==> src/logic/pmpa_regs.svh <==
// command codes, reset values and field positions of the paging/address/protect block
// assumes plain `define use by every file that includes it
`ifndef PMPA_REGS_SVH
`define PMPA_REGS_SVH

// command codes decoded or held locally
`define PMPA_CMD_CHAN_SEL 8'h00
`define PMPA_CMD_OPERATION 8'h01
`define PMPA_CMD_ON_OFF_CFG 8'h02
`define PMPA_CMD_CLR_FAULTS 8'h03
`define PMPA_CMD_PB_WRITE 8'h05
`define PMPA_CMD_PB_READ 8'h06
`define PMPA_CMD_WP_LEVEL 8'h10
`define PMPA_CMD_SAVE_NVM 8'h15
`define PMPA_CMD_VOUT_SET 8'h21
`define PMPA_CMD_STATUS_LO 8'h78
`define PMPA_CMD_STATUS_HI 8'h80
`define PMPA_CMD_NVM_UNLOCK 8'hbd
`define PMPA_CMD_CHAN_CFG 8'hd0
`define PMPA_CMD_GLOBAL_CFG 8'hd1
`define PMPA_CMD_PEAK_RST 8'he3
`define PMPA_CMD_DEV_ADDR 8'he6
`define PMPA_CMD_COMMON_STAT 8'hef
`define PMPA_CMD_RAIL_ADDR 8'hfa

// reset values
`define PMPA_RST_CHAN_SEL 8'h00
`define PMPA_RST_WP_LEVEL 8'h00
`define PMPA_RST_DEV_ADDR 8'h4f
`define PMPA_RST_RAIL_ADDR 8'h80
`define PMPA_RST_CHAN_CFG 8'h1d
`define PMPA_RST_GLOBAL_CFG 8'h21

// channel select values
`define PMPA_CHAN_0 8'h00
`define PMPA_CHAN_1 8'h01
`define PMPA_CHAN_ALL 8'hff

// protection level fields; low five bits are reserved
`define PMPA_WP_LOCK_BIT 7
`define PMPA_WP_CTRL_BIT 6
`define PMPA_WP_VOUT_BIT 5
`define PMPA_WP_KEEP_MASK 8'he0

// addressing
`define PMPA_ADDR_OFF 8'h80
`define PMPA_GLOBAL_A 7'h5a
`define PMPA_GLOBAL_B 7'h5b
`define PMPA_LOW_BITS 4
`define PMPA_HIGH_BITS 3

// common status byte: protect pin state position
`define PMPA_CSB_PIN_BIT 0
// block count returned ahead of paged block read data
`define PMPA_PB_RD_COUNT 8'h01

`endif

==> src/logic/pmpa_pkg.sv <==
// types of the paging/address/protect block
// assumes nothing beyond a SystemVerilog compiler
`default_nettype none

package pmpa_pkg;
	// command-layer transaction state
	typedef enum logic [3:0] {
		ST_IDLE,
		ST_CODE,
		ST_WDATA,
		ST_PB_CNT,
		ST_PB_CHAN,
		ST_PB_CODE,
		ST_READ,
		ST_DROP
	} pmpa_state_t;
endpackage

`default_nettype wire

==> src/logic/pmpa_cmd_core.sv <==
// command layer: channel select, paged block transfers, write protection, addressing
// assumes a byte-level bus front end that gives one-cycle event pulses synchronous to core_clk
`include "pmpa_regs.svh"
`default_nettype none

module pmpa_cmd_core
	import pmpa_pkg::*;
(
	// clock and reset
	input wire logic core_clk,
	input wire logic rst_n,
	// bus front end events
	input wire logic txn_start,
	input wire logic txn_rd,
	input wire logic [6:0] txn_addr,
	input wire logic txn_stop,
	input wire logic wr_valid,
	input wire logic [7:0] wr_byte,
	input wire logic rd_req,
	input wire logic rd_contention,
	// pins
	input wire logic protect_pin,
	input wire logic [3:0] addr_select_low_pin,
	input wire logic addr_select_low_open,
	input wire logic [2:0] addr_select_high_pin,
	input wire logic addr_select_high_open,
	// read data of commands held elsewhere
	input wire logic [7:0] ext_rd_data,
	// answers to the front end
	output logic addr_hit,
	output logic nack,
	output logic cml_fault,
	output logic rd_valid,
	output logic [7:0] rd_data,
	// forwarded writes and current target
	output logic fwd_valid,
	output logic [7:0] fwd_data,
	output logic [7:0] tgt_code,
	output logic [1:0] tgt_mask
);
	// channel mask from a select value, zero for an unknown value
	function automatic logic [1:0] chan_mask(input logic [7:0] v);
		logic [1:0] m;
		m = 2'h0;
		if (v == `PMPA_CHAN_0) begin
			m = 2'h1;
		end else if (v == `PMPA_CHAN_1) begin
			m = 2'h2;
		end else if (v == `PMPA_CHAN_ALL) begin
			m = 2'h3;
		end
		return m;
	endfunction

	function automatic logic is_status(input logic [7:0] c);
		return (c >= `PMPA_CMD_STATUS_LO) && (c <= `PMPA_CMD_STATUS_HI);
	endfunction

	// commands that act on the selected channels; the codes listed act on the whole device
	function automatic logic is_paged(input logic [7:0] c);
		logic np;
		np = (c == `PMPA_CMD_CHAN_SEL) || (c == `PMPA_CMD_CLR_FAULTS) || (c == `PMPA_CMD_PB_WRITE) ||
			(c == `PMPA_CMD_PB_READ) || (c == `PMPA_CMD_WP_LEVEL) || (c == `PMPA_CMD_SAVE_NVM) ||
			(c == `PMPA_CMD_NVM_UNLOCK) || (c == `PMPA_CMD_GLOBAL_CFG) || (c == `PMPA_CMD_PEAK_RST) ||
			(c == `PMPA_CMD_DEV_ADDR) || (c == `PMPA_CMD_COMMON_STAT);
		return !np;
	endfunction

	// write permission from protect pin and protection level
	function automatic logic wr_allowed(input logic [7:0] c, input logic [7:0] wp, input logic pin);
		logic core;
		logic ctrl;
		logic vout;
		logic save;
		logic ok;
		core = (c == `PMPA_CMD_WP_LEVEL) || (c == `PMPA_CMD_CHAN_SEL) || (c == `PMPA_CMD_NVM_UNLOCK);
		ctrl = (c == `PMPA_CMD_OPERATION) || (c == `PMPA_CMD_PEAK_RST) || (c == `PMPA_CMD_CLR_FAULTS);
		vout = (c == `PMPA_CMD_ON_OFF_CFG) || (c == `PMPA_CMD_VOUT_SET);
		save = c == `PMPA_CMD_SAVE_NVM;
		if (pin) begin
			ok = core || ctrl || is_status(c);
		end else if (wp[`PMPA_WP_LOCK_BIT]) begin
			ok = core || save;
		end else if (wp[`PMPA_WP_CTRL_BIT]) begin
			ok = core || ctrl || save || is_status(c);
		end else if (wp[`PMPA_WP_VOUT_BIT]) begin
			ok = core || ctrl || vout || save || is_status(c);
		end else begin
			ok = 1'b1;
		end
		return ok;
	endfunction

	pmpa_state_t state_reg;
	pmpa_state_t state_next;
	logic [7:0] chan_sel_reg;
	logic [7:0] wp_reg;
	logic [7:0] dev_addr_reg;
	logic [7:0] gcfg_reg;
	logic [7:0] ccfg_reg [2];
	logic [7:0] rail_reg [2];
	logic [1:0] rail_mask_reg;
	logic [1:0] pb_mask_reg;
	logic pb_mode_reg;
	logic pb_rd_reg;
	logic cnt_pend_reg;
	logic first_reg;

	logic hit;
	logic [1:0] rail_hit;

	// address match against straps, stored address, globals and rails
	pmpa_addr_match u_match (
		.txn_addr(txn_addr),
		.dev_addr_set(dev_addr_reg),
		.rail_addr_0(rail_reg[0]),
		.rail_addr_1(rail_reg[1]),
		.addr_select_low_pin(addr_select_low_pin),
		.addr_select_low_open(addr_select_low_open),
		.addr_select_high_pin(addr_select_high_pin),
		.addr_select_high_open(addr_select_high_open),
		.hit(hit),
		.rail_hit(rail_hit)
	);

	// target decode and write checks
	wire [1:0] cur_mask;
	wire [1:0] eff_mask;
	wire allowed;
	wire data_ev;
	wire code_ev;
	wire pb_ev;
	wire nest;
	wire chan_ok;
	wire deny;
	wire is_local;
	wire local_wr;
	wire pb_code;
	wire rd_ch1;
	wire [7:0] csb;
	wire [7:0] local_rd;

	assign cur_mask = pb_mode_reg ? pb_mask_reg : (|rail_mask_reg ? rail_mask_reg : chan_mask(chan_sel_reg));
	assign eff_mask = is_paged(tgt_code) ? cur_mask : 2'h3;
	assign allowed = wr_allowed(tgt_code, wp_reg, protect_pin);
	assign data_ev = wr_valid && (state_reg == ST_WDATA);
	assign code_ev = wr_valid && (state_reg == ST_CODE);
	assign pb_ev = wr_valid && (state_reg == ST_PB_CODE);
	assign pb_code = (wr_byte == `PMPA_CMD_PB_WRITE) || (wr_byte == `PMPA_CMD_PB_READ);
	assign nest = pb_ev && pb_code;
	assign chan_ok = chan_mask(wr_byte) != 2'h0;
	assign deny = data_ev && (!allowed || (tgt_code == `PMPA_CMD_CHAN_SEL && !chan_ok));
	assign is_local = (tgt_code == `PMPA_CMD_CHAN_SEL) || (tgt_code == `PMPA_CMD_WP_LEVEL) ||
		(tgt_code == `PMPA_CMD_DEV_ADDR) || (tgt_code == `PMPA_CMD_GLOBAL_CFG) ||
		(tgt_code == `PMPA_CMD_CHAN_CFG) || (tgt_code == `PMPA_CMD_RAIL_ADDR) ||
		(tgt_code == `PMPA_CMD_COMMON_STAT);
	assign local_wr = data_ev && !deny && first_reg && is_local;

	// read selection; with both channels selected channel 0 answers
	assign rd_ch1 = eff_mask == 2'h2;
	assign csb = 8'h01 << `PMPA_CSB_PIN_BIT;
	assign local_rd = (tgt_code == `PMPA_CMD_CHAN_SEL) ? chan_sel_reg :
		(tgt_code == `PMPA_CMD_WP_LEVEL) ? wp_reg :
		(tgt_code == `PMPA_CMD_DEV_ADDR) ? dev_addr_reg :
		(tgt_code == `PMPA_CMD_GLOBAL_CFG) ? gcfg_reg :
		(tgt_code == `PMPA_CMD_CHAN_CFG) ? ccfg_reg[rd_ch1] :
		(tgt_code == `PMPA_CMD_RAIL_ADDR) ? rail_reg[rd_ch1] :
		(tgt_code == `PMPA_CMD_COMMON_STAT) ? (protect_pin ? csb : 8'h00) : ext_rd_data;

	// transaction sequencing
	always_comb begin
		state_next = state_reg;
		if (txn_stop) begin
			state_next = ST_IDLE;
		end else if (txn_start) begin
			if (!hit) begin
				state_next = ST_DROP;
			end else if (!txn_rd) begin
				state_next = ST_CODE;
			end else if (state_reg == ST_WDATA && first_reg) begin
				state_next = ST_READ;
			end else begin
				state_next = ST_DROP;
			end
		end else if (wr_valid) begin
			case (state_reg)
				ST_CODE: begin
					state_next = pb_code ? ST_PB_CNT : ST_WDATA;
				end
				ST_PB_CNT: begin
					state_next = ST_PB_CHAN;
				end
				ST_PB_CHAN: begin
					state_next = ST_PB_CODE;
				end
				ST_PB_CODE: begin
					state_next = nest ? ST_DROP : ST_WDATA;
				end
				ST_WDATA: begin
					state_next = deny ? ST_DROP : ST_WDATA;
				end
				default: begin
					state_next = state_reg;
				end
			endcase
		end
	end

	always_ff @(posedge core_clk or negedge rst_n) begin
		if (!rst_n) begin
			state_reg <= ST_IDLE;
		end else begin
			state_reg <= state_next;
		end
	end

	// per-transaction context: target code, channel source, first data byte
	always_ff @(posedge core_clk or negedge rst_n) begin
		if (!rst_n) begin
			tgt_code <= 8'h00;
			rail_mask_reg <= 2'h0;
			pb_mask_reg <= 2'h0;
			pb_mode_reg <= 1'b0;
			pb_rd_reg <= 1'b0;
			first_reg <= 1'b0;
		end else begin
			if (txn_start && !txn_rd) begin
				rail_mask_reg <= rail_hit;
				pb_mode_reg <= 1'b0;
			end
			if (code_ev) begin
				tgt_code <= wr_byte;
				pb_mode_reg <= pb_code;
				pb_rd_reg <= wr_byte == `PMPA_CMD_PB_READ;
				first_reg <= 1'b1;
			end
			if (wr_valid && state_reg == ST_PB_CHAN) begin
				pb_mask_reg <= chan_mask(wr_byte);
			end
			if (pb_ev && !nest) begin
				tgt_code <= wr_byte;
			end
			if (data_ev) begin
				first_reg <= 1'b0;
			end
		end
	end

	// channel select and protection level; paged block writes never touch select
	always_ff @(posedge core_clk or negedge rst_n) begin
		if (!rst_n) begin
			chan_sel_reg <= `PMPA_RST_CHAN_SEL;
			wp_reg <= `PMPA_RST_WP_LEVEL;
		end else begin
			if (local_wr && !pb_mode_reg && tgt_code == `PMPA_CMD_CHAN_SEL) begin
				chan_sel_reg <= wr_byte;
			end
			if (local_wr && tgt_code == `PMPA_CMD_WP_LEVEL) begin
				wp_reg <= wr_byte & `PMPA_WP_KEEP_MASK;
			end
		end
	end

	// address setting and general configuration
	always_ff @(posedge core_clk or negedge rst_n) begin
		if (!rst_n) begin
			dev_addr_reg <= `PMPA_RST_DEV_ADDR;
			gcfg_reg <= `PMPA_RST_GLOBAL_CFG;
		end else begin
			if (local_wr && tgt_code == `PMPA_CMD_DEV_ADDR) begin
				dev_addr_reg <= wr_byte;
			end
			if (local_wr && tgt_code == `PMPA_CMD_GLOBAL_CFG) begin
				gcfg_reg <= wr_byte;
			end
		end
	end

	// paged registers: every selected channel takes the write
	always_ff @(posedge core_clk or negedge rst_n) begin
		if (!rst_n) begin
			for (int i = 0; i < 2; i++) begin
				ccfg_reg[i] <= `PMPA_RST_CHAN_CFG;
				rail_reg[i] <= `PMPA_RST_RAIL_ADDR;
			end
		end else begin
			for (int i = 0; i < 2; i++) begin
				if (local_wr && eff_mask[i] && tgt_code == `PMPA_CMD_CHAN_CFG) begin
					ccfg_reg[i] <= wr_byte;
				end
				if (local_wr && eff_mask[i] && tgt_code == `PMPA_CMD_RAIL_ADDR) begin
					rail_reg[i] <= wr_byte;
				end
			end
		end
	end

	// answers: address hit, refusals, comms fault, forwarded data
	always_ff @(posedge core_clk or negedge rst_n) begin
		if (!rst_n) begin
			addr_hit <= 1'b0;
			nack <= 1'b0;
			cml_fault <= 1'b0;
			fwd_valid <= 1'b0;
			fwd_data <= 8'h00;
			tgt_mask <= 2'h0;
		end else begin
			addr_hit <= txn_start && hit;
			nack <= deny || nest;
			cml_fault <= nest || (data_ev && tgt_code == `PMPA_CMD_CHAN_SEL && !chan_ok) ||
				(rd_contention && state_reg == ST_READ && |rail_mask_reg);
			fwd_valid <= data_ev && !deny && !is_local;
			fwd_data <= wr_byte;
			tgt_mask <= eff_mask;
		end
	end

	// read data; a paged block read sends its byte count first
	always_ff @(posedge core_clk or negedge rst_n) begin
		if (!rst_n) begin
			rd_valid <= 1'b0;
			rd_data <= 8'h00;
			cnt_pend_reg <= 1'b0;
		end else begin
			rd_valid <= rd_req && state_reg == ST_READ;
			if (txn_start && txn_rd) begin
				cnt_pend_reg <= pb_mode_reg && pb_rd_reg;
			end else if (rd_req && state_reg == ST_READ) begin
				cnt_pend_reg <= 1'b0;
			end
			if (rd_req && state_reg == ST_READ) begin
				rd_data <= cnt_pend_reg ? `PMPA_PB_RD_COUNT : local_rd;
			end
		end
	end
endmodule

`default_nettype wire

==> src/logic/pmpa_addr_match.sv <==
// address match: effective device address from pins and stored setting, globals, rail
// assumes the address byte is presented for one cycle by the link layer
`include "pmpa_regs.svh"
`default_nettype none

module pmpa_addr_match
	import pmpa_pkg::*;
(
	// address under test
	input wire logic [6:0] txn_addr,
	// stored settings
	input wire logic [7:0] dev_addr_set,
	input wire logic [7:0] rail_addr_0,
	input wire logic [7:0] rail_addr_1,
	// strap pins with open detection
	input wire logic [3:0] addr_select_low_pin,
	input wire logic addr_select_low_open,
	input wire logic [2:0] addr_select_high_pin,
	input wire logic addr_select_high_open,
	// results
	output logic hit,
	output logic [1:0] rail_hit
);
	logic [3:0] eff_low;
	logic [2:0] eff_high;
	logic [6:0] eff_addr;
	logic dev_on;
	logic glob_hit;

	// pins win over storage, open pins fall back to storage bits
	assign eff_low = addr_select_low_open ? dev_addr_set[3:0] : addr_select_low_pin;
	assign eff_high = addr_select_high_open ? dev_addr_set[6:4] : addr_select_high_pin;
	assign eff_addr = {eff_high, eff_low};
	assign dev_on = dev_addr_set != `PMPA_ADDR_OFF;
	assign glob_hit = (txn_addr == `PMPA_GLOBAL_A) || (txn_addr == `PMPA_GLOBAL_B);

	// rail address per channel, off at its disable value
	assign rail_hit[0] = (rail_addr_0 != `PMPA_RST_RAIL_ADDR) && (txn_addr == rail_addr_0[6:0]);
	assign rail_hit[1] = (rail_addr_1 != `PMPA_RST_RAIL_ADDR) && (txn_addr == rail_addr_1[6:0]);
	assign hit = glob_hit || (dev_on && txn_addr == eff_addr) || (|rail_hit);
endmodule

`default_nettype wire

==> config.mk <==
export PLATFORM = sky130hd
export DESIGN_NAME = pmpa_cmd_core
export DESIGN_NICKNAME = d
export VERILOG_FILES = /design/src/logic/pmpa_pkg.sv /design/src/logic/pmpa_cmd_core.sv /design/src/logic/pmpa_addr_match.sv
export VERILOG_INCLUDE_DIRS = /design/src /design/src/logic
export SDC_FILE = /design/constraint.sdc
export NUM_CORES = 1
export LEC_CHECK = 0
export BUFFER_PORTS_ARGS = -buffer_cell sky130_fd_sc_hd__buf_2
export CORE_ASPECT_RATIO = 1.75
export CORE_MARGIN = 2
export CORE_UTILIZATION = 30
export CTS_BUF_LIST = sky130_fd_sc_hd__clkbuf_16
export DETAILED_ROUTE_END_ITERATION = 7
export MAX_ROUTING_LAYER = met4
export PLACE_DENSITY_LB_ADDON = 0.3
export SYNTH_ARGS = -nofsm -noshare
export SYNTH_HDL_FRONTEND = slang
export SYNTH_HIERARCHICAL = 1
export SYNTH_SLANG_ARGS = --single-unit
==> constraint.sdc <==
create_clock -name core_clk -period 3.4 [get_ports core_clk]
set_clock_uncertainty 0.2 [all_clocks]
set_input_delay 0.68 -clock core_clk [delete_from_list [all_inputs] [get_ports core_clk]]
set_output_delay 0.68 -clock core_clk [all_outputs]
set_load 0.02 [all_outputs]
==> results of run 1 <==
==> metal layers <==
metal	track usage [%]	vias up	wire, microns
met5	-	-	0
met4	9.87	0	710
met3	1.91	37	398
met2	35.3	97	9980
met1	19.0	2276	6610
li1	-	2155	-
==> power by group <==
part | switching, mW | total [mW] | internal, mW | leakage, nW
logic | 0.462 | 0.756 | 0.294 | 1.63
registers | 0.0810 | 1.37 | 1.29 | 1.29
clock network | 0.468 | 1.04 | 0.575 | 0.141
total | 1.01 | 3.17 | 2.15 | 3.06
==> path summary, 6_finish.rpt <==
path / to / startpoint / cells after the start / slack, ps
min in group core_clk: pb_rd_reg / pb_rd_reg / 2 / 300
min: tgt_code[3] / rst_n / 1 / 180
min reg2reg: pb_rd_reg / pb_rd_reg / 2 / 300
max: chan_sel_reg[4] / tgt_code[0] / 7 / 10
max reg2reg: chan_sel_reg[4] / tgt_code[0] / 7 / 10
max in group asynchronous: dev_addr_reg[6] / rst_n / 2 / 1960
==> metrics by stage <==
| step | hold WS [ps] | setup WS [ps] | cells |
|---|---|---|---|
| detailed placement | 284 | -102 | 841 |
| global placement | 284 | -42.4 | 841 |
| finish | 175 | 10.6 | 858 |
| floorplan | 184 | -145 | 521 |
| global route | 231 | -65.3 | 858 |
| CTS | 206 | 4.99 | 857 |
==> worst max-delay path: stages (launching register included) <==
cell and delay [ps]:
dfrtp_1 390, or3b_1 380, a2111o_1 430, a2111oi_4 340
a211oi_2 110, or4_4 550, or4_4 530, mux2_4 330
==> what timing repair did <==
| action | 4_1_cts | 5_1_grt |
|---|---|---|
| gates cloned | 0 | 0 |
| gates resized for setup | 1 | 7 |
| setup buffers | 0 | 1 |
| endpoints found under the setup margin | 8 | 34 |
==> logic make-up after synthesis <==
group,after synthesis
DFF,101
muxes,77
xor gates and xnor gates,20
buffers and inverters,42
and+or+nand+nor,167
AOI/OAI and AO/OA,114
==> cell usage after synthesis (3+ instances only) <==
master	n
a211oi_1	7
a21oi_1	25
a221oi_1	3
a22oi_1	12
a31oi_1	6
and2_1	3
and3_1	6
and4b_1	6
clkbuf_1	27
dfrtp_1	84
dfstp_2	17
inv_1	8
mux2_2	61
mux2_4	8
mux2i_1	8
nand2_1	23
nand3_1	18
nand3b_1	7
nand4_1	16
nand4b_1	5
nor2_1	21
nor2b_1	7
nor3_1	12
nor3b_1	4
nor4_1	8
o211ai_1	6
o21ai_0	29
o21ba_2	4
o31a_1	3
o31ai_1	3
or2_2	4
or4_1	8
xnor2_1	11
xor2_1	9
==> layout make-up <==
type,count,area share [%]
repair buffers,121,11.2
clock buffers,9,3.29
multi-input cells,378,42.4
clock inverters,7,1.12
well taps,234,4.28
flip-flops and latches,101,37.3
inverters,8,0.439
==> results.py, run 1 <==
metrics = {
    "cts": {
        "h-tree-depth": 3,
        "root_buffer": "clkbuf_16",
        "ctsLongestPathBuffers": 2,
        "clk_latency_ps": 340,
        "path_clk_slew_ps": 70,
        "cts_made_buffers": 9,
        "cts_tree": "yes",
        "ctsHoldBuffers": 0,
        "clock_sinks": 101,
    },
    "yosys": {
        "synth_xor_area_share_pct": 3.15,
        "ys_seq_area_share_pct": 45.9,
        "synth-simple-area-share_pct": 18.2,
        "synthFlopType": "dfrtp_1",
        "synth_top_family_by_area": "simple AND/OR/NAND/NOR gates",
        "synth_top_cell_area_share_pct": 37.9,
        "synth_nets": 562,
        "syn_avg_cell_area_sq_um": 10.7,
        "ys_types": 59,
        "synth-seq-cells": 101,
        "synth_edf_count": 0,
        "synth_compound_area_share_pct": 13.6,
        "async_flop_share_pct": 100,
        "netlist_area_sq_um": 5550,
        "netlist_instances": 521,
        "synth_warnings": 6,
        "synth.area.mux_share_pct": 16.0,
        "synth_fa_ha_area_share_pct": 0,
        "yosys.area.top_type": "dfrtp_1",
        "ys_top_cells_by_area": "dfrtp_1, mux2_2, dfstp_2",
    },
    "timing": {
        "finalCriticalPeriod_ps": 3390,
        "finalMaxSlewViolations": 0,
        "hold_violations": 0,
        "max_freq_mhz": 295,
        "setup_tns_ps": 0,
        "slew_headroom_pct": 39.4,
        "fin_crit_sh_pct": 99.7,
        "worstMarginPinSlew_ps": 901,
        "setup_viol": 0,
        "rsz0062_at_grt": "yes",
    },
    "detailed_routing": {
        "post_drt_wl_per_cell_microns": 20.6,
        "drc": 0,
        "drt-vias-per-instance": 5.32,
        "first_pass_iters": 4,
        "ant_nets": 0,
        "routed_wl_microns": 17700,
        "dr_total_vias": 4565,
        "drt_iter0_drc": 227,
    },
    "grt": {
        "grt.overflow.total": 0,
        "grt_pass1_wl_microns": 27200,
        "grt_pass1_vias": 4932,
        "gr-usage-all-layers_pct": 18.9,
        "antenna_found_initial": 0,
        "grt_max_degree": 56,
    },
    "finish": {
        "multiInputGateArea_sq_um": 2900,
        "syn2layout_area_growth_pct": 23.1,
        "final_common_cell": "dfrtp_1",
        "seqCellArea_sq_um": 2550,
        "final_util_pct": 37.9,
        "final_area_sq_um": 6840,
        "final_cell_mix": "dfrtp_1, buf_2, mux2_2",
        "nNetsFinal": 660,
        "fill_cells": 1831,
        "final_layout_size_suffix_gt1_share_pct": 39.6,
        "antenna-diode-count": 0,
    },
    "floorplanning": {
        "start_util_pct": 30.8,
        "io_pins": 72,
        "core_area_sq_um": 18100,
        "die_area_sq_um": 19700,
        "num_rows": 65,
        "die_w_microns": 107,
        "die_h_microns": 184,
    },
    "flow_run": {
        "drv_cap": 0,
    },
    "placement": {
        "gp_congestion": 0.913,
        "hpwl_microns": 13800,
        "port_buffers": 71,
        "placed_cell_area_sq_um": 6490,
    },
    "pwr": {
        "power_mw": 3.17,
        "p_leak_nw": 3.06,
        "p_per_area_nw_per_um2": 463,
        "ir_drop_mv": 0.246,
    },
    "critical_path": {
        "arrival_ps": 3410,
        "worstSetupEndpointType": "flop",
        "cp.required_ps": 3420,
        "worstSetupPathType": "reg2reg",
        "startpoint_type": "flop",
        "path_max_fanout": 8,
    },
    "worst_hold_path": {
        "holdCritPathClass": "in2async",
    },
    "outcome": {
        "status": "finished clean",
    },
}
(Power assumes the default switching activity.)
==> inputs of run 2 (changes only) <==
--- a/config.mk
+++ b/config.mk
@@ -8,8 +8,8 @@
 export LEC_CHECK = 0
 export BUFFER_PORTS_ARGS = -buffer_cell sky130_fd_sc_hd__buf_2
 export CORE_ASPECT_RATIO = 1.75
-export CORE_MARGIN = 2
-export CORE_UTILIZATION = 30
+export CORE_MARGIN = 10
+export CORE_UTILIZATION = 45
 export CTS_BUF_LIST = sky130_fd_sc_hd__clkbuf_16
 export DETAILED_ROUTE_END_ITERATION = 7
 export MAX_ROUTING_LAYER = met4
==> run 2 against run 1 <==
  * Via count is 2.9% higher
  * Non-clock buffer count is 8 lower
  * Worst setup slack better by 19 ps
==> results.py, run 2 (synthesis results as in run 1) <==
metrics = {
    "grt": {
        "grt_pass1_vias": 4983,
        "grt_max_degree": 59,
        "antenna_found_initial": 0,
        "gr-usage-all-layers_pct": 21.2,
        "grt.overflow.total": 0,
        "grt_pass1_wl_microns": 28300,
    },
    "timing": {
        "rsz0062_at_grt": "yes",
        "max_freq_mhz": 297,
        "setup_viol": 0,
        "finalCriticalPeriod_ps": 3370,
        "hold_violations": 0,
        "slew_headroom_pct": 40.0,
        "fin_crit_sh_pct": 99.1,
        "layout_setup_ws_ps": 29.4,
        "finalMaxSlewViolations": 0,
        "worstMarginPinSlew_ps": 900,
    },
    "critical_path": {
        "worstSetupPathType": "reg2reg",
        "arrival_ps": 3410,
        "path_max_fanout": 8,
        "startpoint_type": "flop",
        "r2r_setup_slack_ps": 30,
        "cp.required_ps": 3440,
        "worstSetupEndpointType": "flop",
    },
    "floorplanning": {
        "num_rows": 53,
        "die_h_microns": 167,
        "die_area_sq_um": 17400,
        "io_pins": 72,
        "core_area_sq_um": 12100,
        "start_util_pct": 46.0,
        "die_w_microns": 104,
    },
    "finish": {
        "nNetsFinal": 652,
        "final_layout_size_suffix_gt1_share_pct": 38.6,
        "final_common_cell": "dfrtp_1",
        "syn2layout_area_growth_pct": 20.7,
        "final_util_pct": 55.5,
        "antenna-diode-count": 0,
        "final_cell_mix": "dfrtp_1, buf_2, mux2_2",
    },
    "cts": {
        "cts_tree": "yes",
        "root_buffer": "clkbuf_16",
        "clk_latency_ps": 360,
        "ctsLongestPathBuffers": 2,
        "ctsHoldBuffers": 0,
        "cts_made_buffers": 9,
        "h-tree-depth": 3,
        "clock_sinks": 101,
        "path_clk_slew_ps": 70,
    },
    "detailed_routing": {
        "ant_nets": 0,
        "dr_total_vias": 4696,
        "drt_iter0_drc": 304,
        "first_pass_iters": 5,
        "drt-vias-per-instance": 6.01,
        "post_drt_wl_per_cell_microns": 23.1,
        "drc": 0,
        "routed_wl_microns": 18000,
    },
    "pwr": {
        "p_leak_nw": 3.01,
        "power_mw": 3.21,
        "ir_drop_mv": 0.255,
        "p_per_area_nw_per_um2": 479,
    },
    "flow_run": {
        "drv_cap": 0,
    },
    "outcome": {
        "status": "finished clean",
    },
    "placement": {
        "place_ws_ps": -140,
        "port_buffers": 71,
        "hpwl_microns": 13900,
        "gp_congestion": 0.935,
    },
    "worst_hold_path": {
        "holdCritPathClass": "in2async",
    },
}
-- run 2: cell count changes in the layout (fill, tap and decap cells not counted) --
cell        delta
buf_6          -4
bufinv_16      +1
clkinv_4       -1
inv_1          +1
buf_4          -6
buf_12         +2
nor3_4         -2
nor3_2         +2
inv_8          -1
clkinvlp_4     -1
inv_6          +1
-- run 2: path summary, 6_finish.rpt --
kind,from,end,cells past startpoint
min reg2reg,pb_rd_reg,pb_rd_reg,2
max in group asynchronous,rst_n,dev_addr_reg[3],2
max,tgt_code[5],chan_sel_reg[0],7
min,rst_n,tgt_code[7],1
min in group core_clk,pb_rd_reg,pb_rd_reg,2
max reg2reg,tgt_code[5],chan_sel_reg[0],7
-- run 2: repair_timing --
item                                    4_1_cts  5_1_grt
resized for setup                             0        2
buffers inserted                              0        0
endpoints found under the setup margin        0       17
-- run 2: through the flow --
stage / area (sq um) / hold WS, ps / cells / TNS (ps)
2_1_floorplan: 5610 / 184 / 521 / -1480
3_3_place_gp: 6380 / 270 / 765 / -707
3_5_place_dp: 6380 / 274 / 765 / -2720
4_1_cts: 6700 / 149 / 781 / 0
5_1_grt: 6700 / 165 / 781 / -128
6_report: 6700 / 116 / 781 / 0
-- run 2: cell type report --
class | instances | area [sq um]
fill | 1119 | 5370
clock inverter | 7 | 91.3
tap | 165 | 206
sequential | 101 | 2550
multi-input combinational | 378 | 2890
timing repair buffer | 113 | 714
clock buffer | 9 | 225
inverter | 8 | 30.0
-- run 2: power breakdown --
group          switching (mW)  internal (mW)
clock                   0.470          0.643
sequential             0.0732           1.29
combinational           0.460          0.282
total                    1.00           2.21
-- run 2: per-layer routing --
metal	part of all wire, %	routed length, microns	GRT usage (%)	up-vias
li1	-	-	-	2144
met1	37	6610	21.6	2334
met2	54	9830	37.9	150
met3	4.1	744	3.36	68
met4	4.8	860	11.7	0
met5	0	0	-	-
-- run 2: worst max-delay path, cell delays in order, from the launching register on --
cell and delay [ps]:
dfrtp_2 400, or3b_1 340, a2111o_1 410, a2111oi_4 320, a211oi_2 130, or4_4 570
or4_4 550, mux2_4 340
